==> config.mk <==
export PLATFORM = sky130hd
export DESIGN_NAME = rfm_monitor
export DESIGN_NICKNAME = d
export VERILOG_FILES = /design/src/rfm_chan_check.v /design/src/rfm_monitor.v
export VERILOG_INCLUDE_DIRS = /design/src
export SDC_FILE = /design/constraint.sdc
export NUM_CORES = 2
export LEC_CHECK = 0
export BUFFER_PORTS_ARGS = -buffer_cell sky130_fd_sc_hd__buf_2
export CAP_MARGIN = 20
export CORE_MARGIN = 4
export CORE_UTILIZATION = 60
export DETAILED_ROUTE_END_ITERATION = 7
export PLACE_DENSITY = 0.76
export SLEW_MARGIN = 30
export SYNTH_ARGS = -nofsm -noshare
export SYNTH_HDL_FRONTEND = slang
export SYNTH_HIERARCHICAL = 1
export SYNTH_SLANG_ARGS = --single-unit
==> constraint.sdc <==
create_clock -name pclk -period 12.63 [get_ports pclk]
set_clock_uncertainty 0.05 [all_clocks]
set_input_delay 2.526 -clock pclk [delete_from_list [all_inputs] [get_ports pclk]]
set_output_delay 2.526 -clock pclk [all_outputs]
set_load 0.1 [all_outputs]
==> src/rfm_defs.vh <==
`ifndef RFM_DEFS_VH
`define RFM_DEFS_VH
`define RFM_NCH 2
`define RFM_NPH 4
`define RFM_CLK_PERIOD_NS 20
`define RFM_NS_PER_US 1000
`define RFM_US_CYC (`RFM_NS_PER_US / `RFM_CLK_PERIOD_NS)
`define RFM_DROOP_SHIFT 4
`define RFM_MAP_END 32'h00000080
`define RFM_CH_BIT 6
`define RFM_OFF_VCMD 6'h00
`define RFM_OFF_VMIN 6'h04
`define RFM_OFF_VMAX 6'h08
`define RFM_OFF_UVF 6'h0c
`define RFM_OFF_UVW 6'h10
`define RFM_OFF_OCF 6'h14
`define RFM_OFF_OCW 6'h18
`define RFM_OFF_OTF 6'h1c
`define RFM_OFF_OTW 6'h20
`define RFM_OFF_SHARE 6'h24
`define RFM_OFF_TON 6'h28
`define RFM_OFF_RESP 6'h2c
`define RFM_OFF_DROOP 6'h30
`define RFM_OFF_CFG 6'h34
`define RFM_OFF_STAT 6'h38
`define RFM_OFF_MASK 6'h3c
`define RFM_SEL_TOTAL 8'hff
`define RFM_SEL_PHASE 8'h00
`define RFM_UVF_MIN 9'h020
`define RFM_UVW_MIN 9'h018
`define RFM_UV_MAX 9'h1c0
`define RFM_UVF_STEP_MASK 9'h1e0
`define RFM_UVW_STEP_MASK 9'h1f8
`define RFM_OCL_MIN 8'h11
`define RFM_OCL_MAX 8'h82
`define RFM_OT_MIN 8'h5a
`define RFM_OT_MAX 8'ha0
`define RFM_RST_VMIN 16'h00fa
`define RFM_RST_VMAX 16'h157c
`define RFM_RST_UVF 9'h100
`define RFM_RST_UVW 9'h080
`define RFM_RST_OCLIM 10'h3ff
`define RFM_RST_OCL 8'h82
`define RFM_RST_OTF 8'h91
`define RFM_RST_OTW 8'h7d
`define RFM_RST_SHARE 8'h14
`define RFM_RST_TON 16'h0bb8
`define RFM_RST_NPH 3'h4
`define RFM_ST_UVF 0
`define RFM_ST_UVW 1
`define RFM_ST_TON 2
`define RFM_ST_OOB 3
`define RFM_ST_OCF 4
`define RFM_ST_OCW 5
`define RFM_ST_SHARE 6
`define RFM_ST_OTF 7
`define RFM_ST_OTW 8
`define RFM_NSTAT 9
`define RFM_RSP_UV 0
`define RFM_RSP_TON 1
`define RFM_RSP_OC 2
`define RFM_RSP_OT 3
`endif

==> src/rfm_chan_check.v <==
`timescale 1ns/1ps
`default_nettype none
`include "rfm_defs.vh"
module rfm_chan_check (
  input wire [15:0] vsense,
  input wire [15:0] target,
  input wire [15:0] vcmd,
  input wire [8:0] uvf_off,
  input wire [8:0] uvw_off,
  input wire [7:0] droop,
  input wire [31:0] iph,
  input wire [2:0] nph,
  input wire [7:0] per_phase_valley_limit,
  input wire [9:0] ocf_lim,
  input wire [9:0] ocw_lim,
  input wire [7:0] share_thr,
  input wire [7:0] temp,
  input wire [7:0] otf_lim,
  input wire [7:0] otw_lim,
  output wire uvf_c,
  output wire uvw_c,
  output wire ton_ok,
  output wire ocf_c,
  output wire ocw_c,
  output wire share_c,
  output wire otf_c,
  output wire otw_c,
  output wire [3:0] ocl_hit
);
  wire [9:0] acc [0:`RFM_NPH];
  wire [`RFM_NPH-1:0] share_p;
  wire [9:0] isum;
  wire [17:0] dr_i;
  wire [17:0] dr_oc;
  wire signed [18:0] sv;
  wire signed [18:0] uvf_trip;
  wire signed [18:0] uvw_trip;
  wire signed [18:0] ton_thr;
  wire [10:0] thrn;

  assign acc[0] = 10'h000;
  genvar p;
  generate
    for (p = 0; p < `RFM_NPH; p = p + 1) begin : g_ph
      localparam [31:0] PW = p;
      localparam [2:0] PIDX = PW[2:0];
      wire [7:0] i = iph[p*8 +: 8];
      wire on = (nph > PIDX);
      wire [10:0] scaled = i * nph;
      assign acc[p+1] = acc[p] + (on ? {2'b00, i} : 10'h000);
      assign ocl_hit[p] = i > per_phase_valley_limit;
      // Deviation scaled by phase count instead of dividing the sum
      assign share_p[p] = on &&
        (({1'b0, scaled} >= ({2'b00, isum} + {1'b0, thrn})) ||
         (({1'b0, scaled} + {1'b0, thrn}) <= {2'b00, isum}));
    end
  endgenerate

  assign isum = acc[`RFM_NPH];
  assign thrn = share_thr * nph;
  assign share_c = |share_p;
  assign dr_i = droop * isum;
  assign dr_oc = droop * ocf_lim;
  assign sv = $signed({3'b000, vsense});
  assign uvf_trip = $signed({3'b000, target}) - $signed({10'h000, uvf_off})
    - $signed({5'h00, dr_i[17:`RFM_DROOP_SHIFT]});
  assign uvw_trip = $signed({3'b000, target}) - $signed({10'h000, uvw_off})
    - $signed({5'h00, dr_i[17:`RFM_DROOP_SHIFT]});
  assign ton_thr = $signed({3'b000, vcmd}) - $signed({10'h000, uvf_off})
    - $signed({5'h00, dr_oc[17:`RFM_DROOP_SHIFT]});
  assign uvf_c = sv < uvf_trip;
  assign uvw_c = sv < uvw_trip;
  assign ton_ok = sv > ton_thr;
  assign ocf_c = isum > ocf_lim;
  assign ocw_c = isum > ocw_lim;
  assign otf_c = temp > otf_lim;
  assign otw_c = temp > otw_lim;
endmodule
`default_nettype wire

==> src/rfm_monitor.v <==
// The address map and the APB interface to the registers are this design's own decisions.
`timescale 1ns/1ps
`default_nettype none
`include "rfm_defs.vh"
module rfm_monitor (
  input wire pclk,
  input wire presetn,
  input wire psel,
  input wire penable,
  input wire pwrite,
  input wire [31:0] paddr,
  input wire [31:0] pwdata,
  output reg [31:0] prdata,
  output wire pready,
  output reg pslverr,
  input wire [1:0] ven,
  input wire [31:0] vout_sense,
  input wire [63:0] phase_current,
  input wire [15:0] temperature_sense_input,
  input wire [7:0] pwm_in,
  output wire [7:0] pwm_out,
  output wire [7:0] pwm_oe,
  output wire [31:0] vout_target,
  output reg alert_n
);
  localparam [2:0] ST_IDLE = 3'h0;
  localparam [2:0] ST_WAIT = 3'h1;
  localparam [2:0] ST_RISE = 3'h2;
  localparam [2:0] ST_REG = 3'h3;
  localparam [2:0] ST_SHUT = 3'h4;
  localparam [31:0] US_LAST_W = `RFM_US_CYC - 1;
  localparam [5:0] US_LAST = US_LAST_W[5:0];

  wire in_map = (paddr < `RFM_MAP_END);
  wire wr = psel & penable & pwrite & in_map;
  wire setup = psel & ~penable;
  wire [63:0] rd_ch;
  wire [1:0] alert_ch;
  reg [5:0] tick_cnt;
  wire tick = (tick_cnt == US_LAST);

  assign pready = 1'b1;

  // Offset is rounded down to its step, then limited
  function [8:0] clamp_off;
    input [16:0] d;
    input [1:0] sh;
    input [8:0] lo;
    input [8:0] msk;
    reg [15:0] v;
    reg [8:0] r;
    begin
      v = d[15:0] >> sh;
      r = v[8:0] & msk;
      if (d[16])
        clamp_off = lo;
      else if (v > {7'h00, `RFM_UV_MAX})
        clamp_off = `RFM_UV_MAX;
      else if (r < lo)
        clamp_off = lo;
      else
        clamp_off = r;
    end
  endfunction

  function [7:0] clamp8;
    input [7:0] v;
    input [7:0] lo;
    input [7:0] hi;
    begin
      clamp8 = (v < lo) ? lo : ((v > hi) ? hi : v);
    end
  endfunction

  always @(posedge pclk or negedge presetn) begin
    if (!presetn)
      tick_cnt <= 6'h00;
    else if (tick)
      tick_cnt <= 6'h00;
    else
      tick_cnt <= tick_cnt + 6'h01;
  end

  genvar c;
  generate
    for (c = 0; c < `RFM_NCH; c = c + 1) begin : g_ch
      localparam CH = c;
      wire wsel = wr & (paddr[`RFM_CH_BIT] == CH[0]);
      reg [15:0] vcmd, vmin, vmax, target, ton_lim, ton_cnt;
      reg [8:0] uvf_off, uvw_off, status, mask;
      reg [9:0] ocf_lim, ocw_lim;
      reg [7:0] per_phase_valley_limit, otf_lim, otw_lim, share_thr, droop;
      reg [3:0] resp, pwm_o, pwm_e;
      reg [1:0] scale;
      reg [2:0] nph, state, next_state;
      reg [31:0] rdv;
      reg [8:0] ev;
      wire uvf_c, uvw_c, ton_ok, ocf_c, ocw_c, share_c, otf_c, otw_c;
      wire [3:0] ocl_hit;
      wire [16:0] dlim = {1'b0, vcmd} - {1'b0, pwdata[15:0]};
      wire [15:0] goal = (vcmd < vmin) ? vmin :
        ((vcmd > vmax) ? vmax : vcmd);
      wire oob_ev = wsel && (paddr[5:0] == `RFM_OFF_VCMD) &&
        ((pwdata[15:0] < vmin) || (pwdata[15:0] > vmax));
      wire uv_en = (state == ST_RISE) || (state == ST_REG);
      wire active = uv_en || (state == ST_WAIT);
      wire ton_ev = (state == ST_RISE) && !ton_ok &&
        (ton_cnt >= ton_lim);
      wire shut_ev = (ev[`RFM_ST_UVF] & ~resp[`RFM_RSP_UV]) |
        (ev[`RFM_ST_TON] & ~resp[`RFM_RSP_TON]) |
        (ev[`RFM_ST_OCF] & ~resp[`RFM_RSP_OC]) |
        (ev[`RFM_ST_OTF] & ~resp[`RFM_RSP_OT]);
      wire next_on = (next_state == ST_WAIT) ||
        (next_state == ST_RISE) || (next_state == ST_REG);
      wire grp_v = |status[`RFM_ST_OOB:`RFM_ST_UVF];
      wire grp_i = |status[`RFM_ST_SHARE:`RFM_ST_OCF];
      wire grp_t = |status[`RFM_ST_OTW:`RFM_ST_OTF];

      rfm_chan_check u_check (
        .vsense(vout_sense[c*16 +: 16]),
        .target(target),
        .vcmd(vcmd),
        .uvf_off(uvf_off),
        .uvw_off(uvw_off),
        .droop(droop),
        .iph(phase_current[c*32 +: 32]),
        .nph(nph),
        .per_phase_valley_limit(per_phase_valley_limit),
        .ocf_lim(ocf_lim),
        .ocw_lim(ocw_lim),
        .share_thr(share_thr),
        .temp(temperature_sense_input[c*8 +: 8]),
        .otf_lim(otf_lim),
        .otw_lim(otw_lim),
        .uvf_c(uvf_c),
        .uvw_c(uvw_c),
        .ton_ok(ton_ok),
        .ocf_c(ocf_c),
        .ocw_c(ocw_c),
        .share_c(share_c),
        .otf_c(otf_c),
        .otw_c(otw_c),
        .ocl_hit(ocl_hit)
      );

      // Event vector, each bit checked for this channel only
      always @* begin
        ev = 9'h000;
        ev[`RFM_ST_UVF] = uv_en & uvf_c;
        ev[`RFM_ST_UVW] = uv_en & uvw_c;
        ev[`RFM_ST_TON] = ton_ev;
        ev[`RFM_ST_OOB] = oob_ev;
        ev[`RFM_ST_OCF] = active & ocf_c;
        ev[`RFM_ST_OCW] = active & ocw_c;
        ev[`RFM_ST_SHARE] = active & share_c;
        ev[`RFM_ST_OTF] = active & otf_c;
        ev[`RFM_ST_OTW] = active & otw_c;
      end

      always @* begin
        next_state = state;
        case (state)
          ST_IDLE: begin
            if (ven[c])
              next_state = ST_WAIT;
          end
          ST_WAIT: begin
            if (!ven[c])
              next_state = ST_IDLE;
            else if (shut_ev)
              next_state = ST_SHUT;
            else if (|pwm_in[c*4 +: 4])
              next_state = ST_RISE;
          end
          ST_RISE: begin
            if (!ven[c])
              next_state = ST_IDLE;
            else if (shut_ev)
              next_state = ST_SHUT;
            else if (ton_ok)
              next_state = ST_REG;
          end
          ST_REG: begin
            if (!ven[c])
              next_state = ST_IDLE;
            else if (shut_ev)
              next_state = ST_SHUT;
          end
          ST_SHUT: begin
            if (!ven[c])
              next_state = ST_IDLE;
          end
          default: next_state = ST_IDLE;
        endcase
      end

      always @(posedge pclk or negedge presetn) begin
        if (!presetn) begin
          state <= ST_IDLE;
          ton_cnt <= 16'h0000;
          target <= 16'h0000;
          pwm_o <= 4'h0;
          pwm_e <= 4'h0;
          status <= 9'h000;
        end else begin
          state <= next_state;
          if (state != ST_RISE)
            ton_cnt <= 16'h0000;
          else if (tick && ton_cnt != 16'hffff)
            ton_cnt <= ton_cnt + 16'h0001;
          if (tick && target < goal)
            target <= target + 16'h0001;
          else if (tick && target > goal)
            target <= target - 16'h0001;
          pwm_e <= {4{next_on}};
          pwm_o <= pwm_in[c*4 +: 4] & ~ocl_hit & {4{next_on}};
          if (wsel && paddr[5:0] == `RFM_OFF_STAT)
            status <= (status & ~pwdata[8:0]) | ev;
          else
            status <= status | ev;
        end
      end

      always @(posedge pclk or negedge presetn) begin
        if (!presetn) begin
          vcmd <= 16'h0000;
          vmin <= `RFM_RST_VMIN;
          vmax <= `RFM_RST_VMAX;
          uvf_off <= `RFM_RST_UVF;
          uvw_off <= `RFM_RST_UVW;
          ocf_lim <= `RFM_RST_OCLIM;
          ocw_lim <= `RFM_RST_OCLIM;
          per_phase_valley_limit <= `RFM_RST_OCL;
          otf_lim <= `RFM_RST_OTF;
          otw_lim <= `RFM_RST_OTW;
          share_thr <= `RFM_RST_SHARE;
          ton_lim <= `RFM_RST_TON;
          resp <= 4'h0;
          droop <= 8'h00;
          scale <= 2'h0;
          nph <= `RFM_RST_NPH;
          mask <= 9'h000;
        end else if (wsel) begin
          case (paddr[5:0])
            `RFM_OFF_VCMD: vcmd <= pwdata[15:0];
            `RFM_OFF_VMIN: vmin <= pwdata[15:0];
            `RFM_OFF_VMAX: vmax <= pwdata[15:0];
            `RFM_OFF_UVF: uvf_off <= clamp_off(dlim, scale,
              `RFM_UVF_MIN, `RFM_UVF_STEP_MASK);
            `RFM_OFF_UVW: uvw_off <= clamp_off(dlim, scale,
              `RFM_UVW_MIN, `RFM_UVW_STEP_MASK);
            `RFM_OFF_OCF: begin
              if (pwdata[23:16] == `RFM_SEL_TOTAL)
                ocf_lim <= pwdata[9:0];
              else if (pwdata[23:16] == `RFM_SEL_PHASE)
                per_phase_valley_limit <= clamp8(pwdata[7:0], `RFM_OCL_MIN,
                  `RFM_OCL_MAX);
            end
            `RFM_OFF_OCW: ocw_lim <= pwdata[9:0];
            `RFM_OFF_OTF: otf_lim <= clamp8(pwdata[7:0], `RFM_OT_MIN,
              `RFM_OT_MAX);
            `RFM_OFF_OTW: otw_lim <= clamp8(pwdata[7:0], `RFM_OT_MIN,
              `RFM_OT_MAX);
            `RFM_OFF_SHARE: share_thr <= pwdata[7:0];
            `RFM_OFF_TON: ton_lim <= pwdata[15:0];
            `RFM_OFF_RESP: resp <= pwdata[3:0];
            `RFM_OFF_DROOP: droop <= pwdata[7:0];
            `RFM_OFF_CFG: begin
              scale <= pwdata[1:0];
              nph <= (pwdata[6:4] == 3'h0 || pwdata[6:4] > `RFM_RST_NPH) ?
                `RFM_RST_NPH : pwdata[6:4];
            end
            `RFM_OFF_MASK: mask <= pwdata[8:0];
            default: mask <= mask;
          endcase
        end
      end

      always @* begin
        rdv = 32'h00000000;
        case (paddr[5:0])
          `RFM_OFF_VCMD: rdv = {target, vcmd};
          `RFM_OFF_VMIN: rdv = {16'h0000, vmin};
          `RFM_OFF_VMAX: rdv = {16'h0000, vmax};
          `RFM_OFF_UVF: rdv = {16'h0000, vcmd - {7'h00, uvf_off}};
          `RFM_OFF_UVW: rdv = {16'h0000, vcmd - {7'h00, uvw_off}};
          `RFM_OFF_OCF: rdv = {per_phase_valley_limit, 14'h0000, ocf_lim};
          `RFM_OFF_OCW: rdv = {22'h000000, ocw_lim};
          `RFM_OFF_OTF: rdv = {24'h000000, otf_lim};
          `RFM_OFF_OTW: rdv = {24'h000000, otw_lim};
          `RFM_OFF_SHARE: rdv = {24'h000000, share_thr};
          `RFM_OFF_TON: rdv = {ton_cnt, ton_lim};
          `RFM_OFF_RESP: rdv = {25'h0000000, state, resp};
          `RFM_OFF_DROOP: rdv = {24'h000000, droop};
          `RFM_OFF_CFG: rdv = {25'h0000000, nph, 2'h0, scale};
          `RFM_OFF_STAT: rdv = {16'h0000, grp_v | grp_i | grp_t,
            grp_t, grp_i, grp_v, 3'h0, status};
          `RFM_OFF_MASK: rdv = {23'h000000, mask};
          default: rdv = 32'h00000000;
        endcase
      end

      assign rd_ch[c*32 +: 32] = rdv;
      assign alert_ch[c] = |(status & ~mask);
      assign pwm_out[c*4 +: 4] = pwm_o;
      assign pwm_oe[c*4 +: 4] = pwm_e;
      assign vout_target[c*16 +: 16] = target;
    end
  endgenerate

  // Read data captured in the setup cycle, so access needs no wait
  always @(posedge pclk or negedge presetn) begin
    if (!presetn) begin
      prdata <= 32'h00000000;
      pslverr <= 1'b0;
      alert_n <= 1'b1;
    end else begin
      if (setup) begin
        pslverr <= ~in_map;
        if (!in_map || pwrite)
          prdata <= 32'h00000000;
        else if (paddr[`RFM_CH_BIT])
          prdata <= rd_ch[63:32];
        else
          prdata <= rd_ch[31:0];
      end
      alert_n <= ~(|alert_ch);
    end
  end
endmodule
`default_nettype wire

==> metrics.md <==
| Metric | Value |
|---|---|
| PortBufs | `roughly 260` |
| Delay of the slowest critical-path stage | `just over 0.6 ns` |
| Worst-path clk slew | `roughly 0.060 ns` |
| Main synth FF type | `dfrtp_1` |
| TritonCTS clock tree | `yes` |
| Row Count | `around 120` |
| First-pass DRT Iterations | `8` |
| Total grt overflow | `0` |
| Startpoint types | `input port` |
| Core ar. | `approximately 0.11 sq mm` |
| Starting density of the core | `60.6%` |
| Slew headroom | `25.5%` |
| Avg Cell Area, Syn | `8.36 sq um` |
| Worst hold path class | `register to register` |
| Combinational share of power | `between 10% and 20%` |
| Share of power burned in the clock network | `between 40% and 50%` |
| Crit path max-delay cell type | `fa_1` |
| Number of distinct library cells after synthesis | `117` |
| Setup crit end kind | `register` |
| Final core occ | `between 60% and 70%` |
| Leak Pwr | `36.2 nW` |
| CTS root buf | `clkbuf_16` |
| Setup CP Type | `input port to register` |
| All-Layer GR Usage | `around two fifths` |
| First DRT Iteration DRCs | `~6,400` |
| H-tree levels | `2` |
| Antenna violations before repair | `22` |
| Top cell type by total area after synthesis | `ha_1` |
| Top cell by count, worst path | `fa_1` |
| Pin count of the biggest net entering global routing | `between 100 and 150` |
| Hold WS | `~0.45 ns` |
| Seq/Total Area, Yosys | `16.9%` |
| First-pass GRT wire length | `353 mm` |
| Period minus WS final | `roughly 12 ns` |
| PwrDens | `approximately 52 mW/mm^2` |
| CTS Buf Count | `51` |
| Tcrit/Tclk final | `between 90% and 100%` |
| Top cells by area, synth | `ha_1, dfrtp_1, fa_1` |
| Layout cells sized above 1 | `between 10 and 15%` |
| WP data arrival | `12.68 ns` |
| Hold Fails Final Rpt | `0` |
| CP Max Fanout | `6` |
| CTS Hold Bufs | `0` |
| Status | `complete, but fails checks` |
| Sw frac | `a little under a third` |
| Least-Margin Pin Slew | `around 1.1 ns` |
| Pre-CTS WS | `-0.358 ns` |
| Max-slew violation count | `0` |
| Die Y | `between 300 and 400 um` |
| Part of the power in registers | `between 30% and 40%` |
| Routed wire length | `233 mm` |
| Failing checks | `DRC` |
| Max Cap Viol | `0` |
| Psw | `roughly 0.0012 W` |
| Fin nets | `roughly 9,900` |
| Syn Std Cell Area | `0.0662 sq mm` |
| Post-route ant nets | `0` |
| Filler cells | `a little over 9,000` |
| Syn. warnings | `6` |
| CP required | `between 10 and 15 ns` |
| Ys async rst share | `100%` |
| Vias in the first global route | `approximately 60,000` |
| Worst-Skew Late Latency | `about 0.67 ns` |
| EDFF count, synth | `0` |
| Via count | `between 60,000 and 70,000` |
| P&R area growth vs syn | `9.36%` |
| F_max | `slightly above 0.08 GHz` |
| Chip Width | `approximately 340 um` |
| Via density | `6.34` |
| #FFs+latches synth | `442` |
| I/O pin count | `around 270` |
| Yosys top cell area share | `22.1%` |
| Drt drc | `30` |
| Routability cong. | `1.04` |
| Post-DP HPWL | `roughly 180 mm` |
| Final setup vio count | `0` |
| Clock sinks | `442` |
| Cells after Synth | `between 7,000 and 8,000` |
| Wire length per cell | `23.9 um` |
| Clock tree buffer depth | `3` |
| VDD IR max | `0.143 mV` |
| Setup WS post-layout | `between 0.3 and 0.4 ns` |
| Cell Int Power | `0.00257 W` |
| DIE AREA | `0.116 sq mm` |
==> Yosys cell counts (29+ instances only) <==
master and count:
ha_1 1166, nand2_1 891, inv_1 866, o21ai_0 522
a21oi_1 470, nor2_1 394, dfrtp_1 327, fa_1 322
xnor2_1 278, and2_1 263, clkbuf_1 217, a21o_1 208
xor2_1 173, nor2b_1 153, o21a_1 116, dfstp_2 115
nor3_1 113, nand2b_1 99, nand4_1 97, nand3_1 89
mux2_2 84, mux2i_1 73, o21bai_1 69, a211oi_1 58
a221oi_1 56, a22oi_1 54, a31oi_1 40, a22o_1 35
a222oi_1 33, o31ai_1 31, nor4_1 30, o211ai_1 30
or2_2 30, or3_1 29
==> registers in the layout (all words and copies together), names as in the netlist, 8 cells and up <==
name and cells:
g_ch.per_phase_valley_limit 16, g_ch.ocw_lim 20, g_ch.uvw_off 12, g_ch.otf_lim 16
g_ch.otw_lim 16, g_ch.ton_cnt 32, g_ch.vmax 32, g_ch.status 18
g_ch.share_thr 16, g_ch.vcmd 32, g_ch.mask 18, g_ch.target 32
g_ch.ton_lim 32, g_ch.uvf_off 8, g_ch.resp 8, g_ch.droop 16
g_ch.pwm_o 8, prdata 32, g_ch.ocf_lim 20, g_ch.vmin 32
==> layout make-up <==
type,count,area (sq um),area share [%]
Inverter,866,3250,4.49
Multi-Input combinational cell,6385,51100,70.6
Clock buffer,62,1390,1.92
Antenna cell,14,35.0,0.0484
Sequential cell,442,11200,15.5
Timing Repair Buffer,490,3060,4.23
Clock inverter,34,462,0.638
Tap cell,1476,1850,2.55
==> kinds of logic after synthesis <==
family	after synthesis	share of synthesized area [%]
and+or+nand+nor	2289	16.7
buffers and inverters	1106	6.34
DFF	442	16.9
other	2	0.0114
adders and majority gates	1488	31.8
muxes	159	2.59
AOI/OAI and AO/OA	1972	19.5
xor gates and xnor gates	458	6.19
==> layout by cell type (no fill, tap or decap), drive strengths merged, types with 58 or more instances in the layout <==
| master | n |
|---|---|
| ha | 1166 |
| nand2 | 891 |
| inv | 869 |
| o21ai | 540 |
| buf | 490 |
| a21oi | 472 |
| nor2 | 394 |
| dfrtp | 327 |
| fa | 322 |
| xnor2 | 280 |
| and2 | 265 |
| a21o | 214 |
| xor2 | 173 |
| nor2b | 154 |
| o21a | 116 |
| dfstp | 115 |
| nor3 | 114 |
| nand2b | 99 |
| nand4 | 98 |
| nand3 | 89 |
| mux2 | 84 |
| mux2i | 74 |
| o21bai | 69 |
| a211oi | 62 |
| clkbuf | 62 |
| a221oi | 58 |
==> final timing paths <==
kind                       slack [ns]                        endpoint                         from  cells after the start
max                              0.40      g_ch[1].pwm_o[3]$_DFF_PN0_            phase_current[58]                     45
max in group asynchronous        8.33  g_ch[1].ton_lim[6]$_DFFE_PN0P_                      presetn                      3
min                              0.45     g_ch[1].vmax[3]$_DFFE_PN1P_  g_ch[1].vmax[3]$_DFFE_PN1P_                      2
min reg2reg                      0.45     g_ch[1].vmax[3]$_DFFE_PN1P_  g_ch[1].vmax[3]$_DFFE_PN1P_                      2
min in group asynchronous        1.92    g_ch[1].droop[5]$_DFFE_PN0P_                      presetn                      1
max reg2reg                      1.00      g_ch[0].pwm_o[2]$_DFF_PN0_   g_ch[0].nph[2]$_DFFE_PN1P_                     47
==> through the flow <==
step	instances	instance area (sq um)	total power (W)	setup TNS [ns]
2_1_floorplan	7933	66200	0.00185	0
3_3_place_gp	9659	70300	0.00209	-0.635
3_5_place_dp	9659	70300	0.00210	-3.41
4_1_cts	9755	72200	0.00372	0
5_1_grt	9755	72300	0.00385	-0.0531
6_report	9769	72400	0.00375	0
==> per-layer routing <==
| metal | vias to the layer above | wire length (um) | track usage (%) |
|---|---|---|---|
| met3 | 703 | 30400 | 13.2 |
| li1 | 28300 | - | - |
| met1 | 29600 | 95100 | 53.1 |
| met2 | 3217 | 96300 | 58.1 |
| met4 | 18 | 11200 | 15.4 |
| met5 | - | 230 | 0.792 |
==> critical path, delay by kind of cell <==
kind | cells | cell delay, ns
and+or+nand+nor | 6 | 0.74
adders and majority gates | 10 | 4.39
AOI/OAI and AO/OA | 17 | 3.52
buffers and inverters | 9 | 0.90
xor gates and xnor gates | 3 | 0.61
==> repair_timing <==
| item | CTS | global route |
|---|---|---|
| setup endpoints to repair | 0 | 15 |
| endpoints found under the hold margin | 0 | 0 |
| resized for setup | 0 | 20 |
| setup buffers | 0 | 0 |
==> power by group through the flow <==
stage	Clock (W)	Sequential, W	Combinational, W
detailed placement	0	0.00148	0.000620
finish	0.00164	0.00146	0.000646
global route	0.00170	0.00146	0.000690
floorplan	0	0.00150	0.000347
global placement	0	0.00148	0.000607
CTS	0.00164	0.00145	0.000622
(Power assumes the default switching activity.)
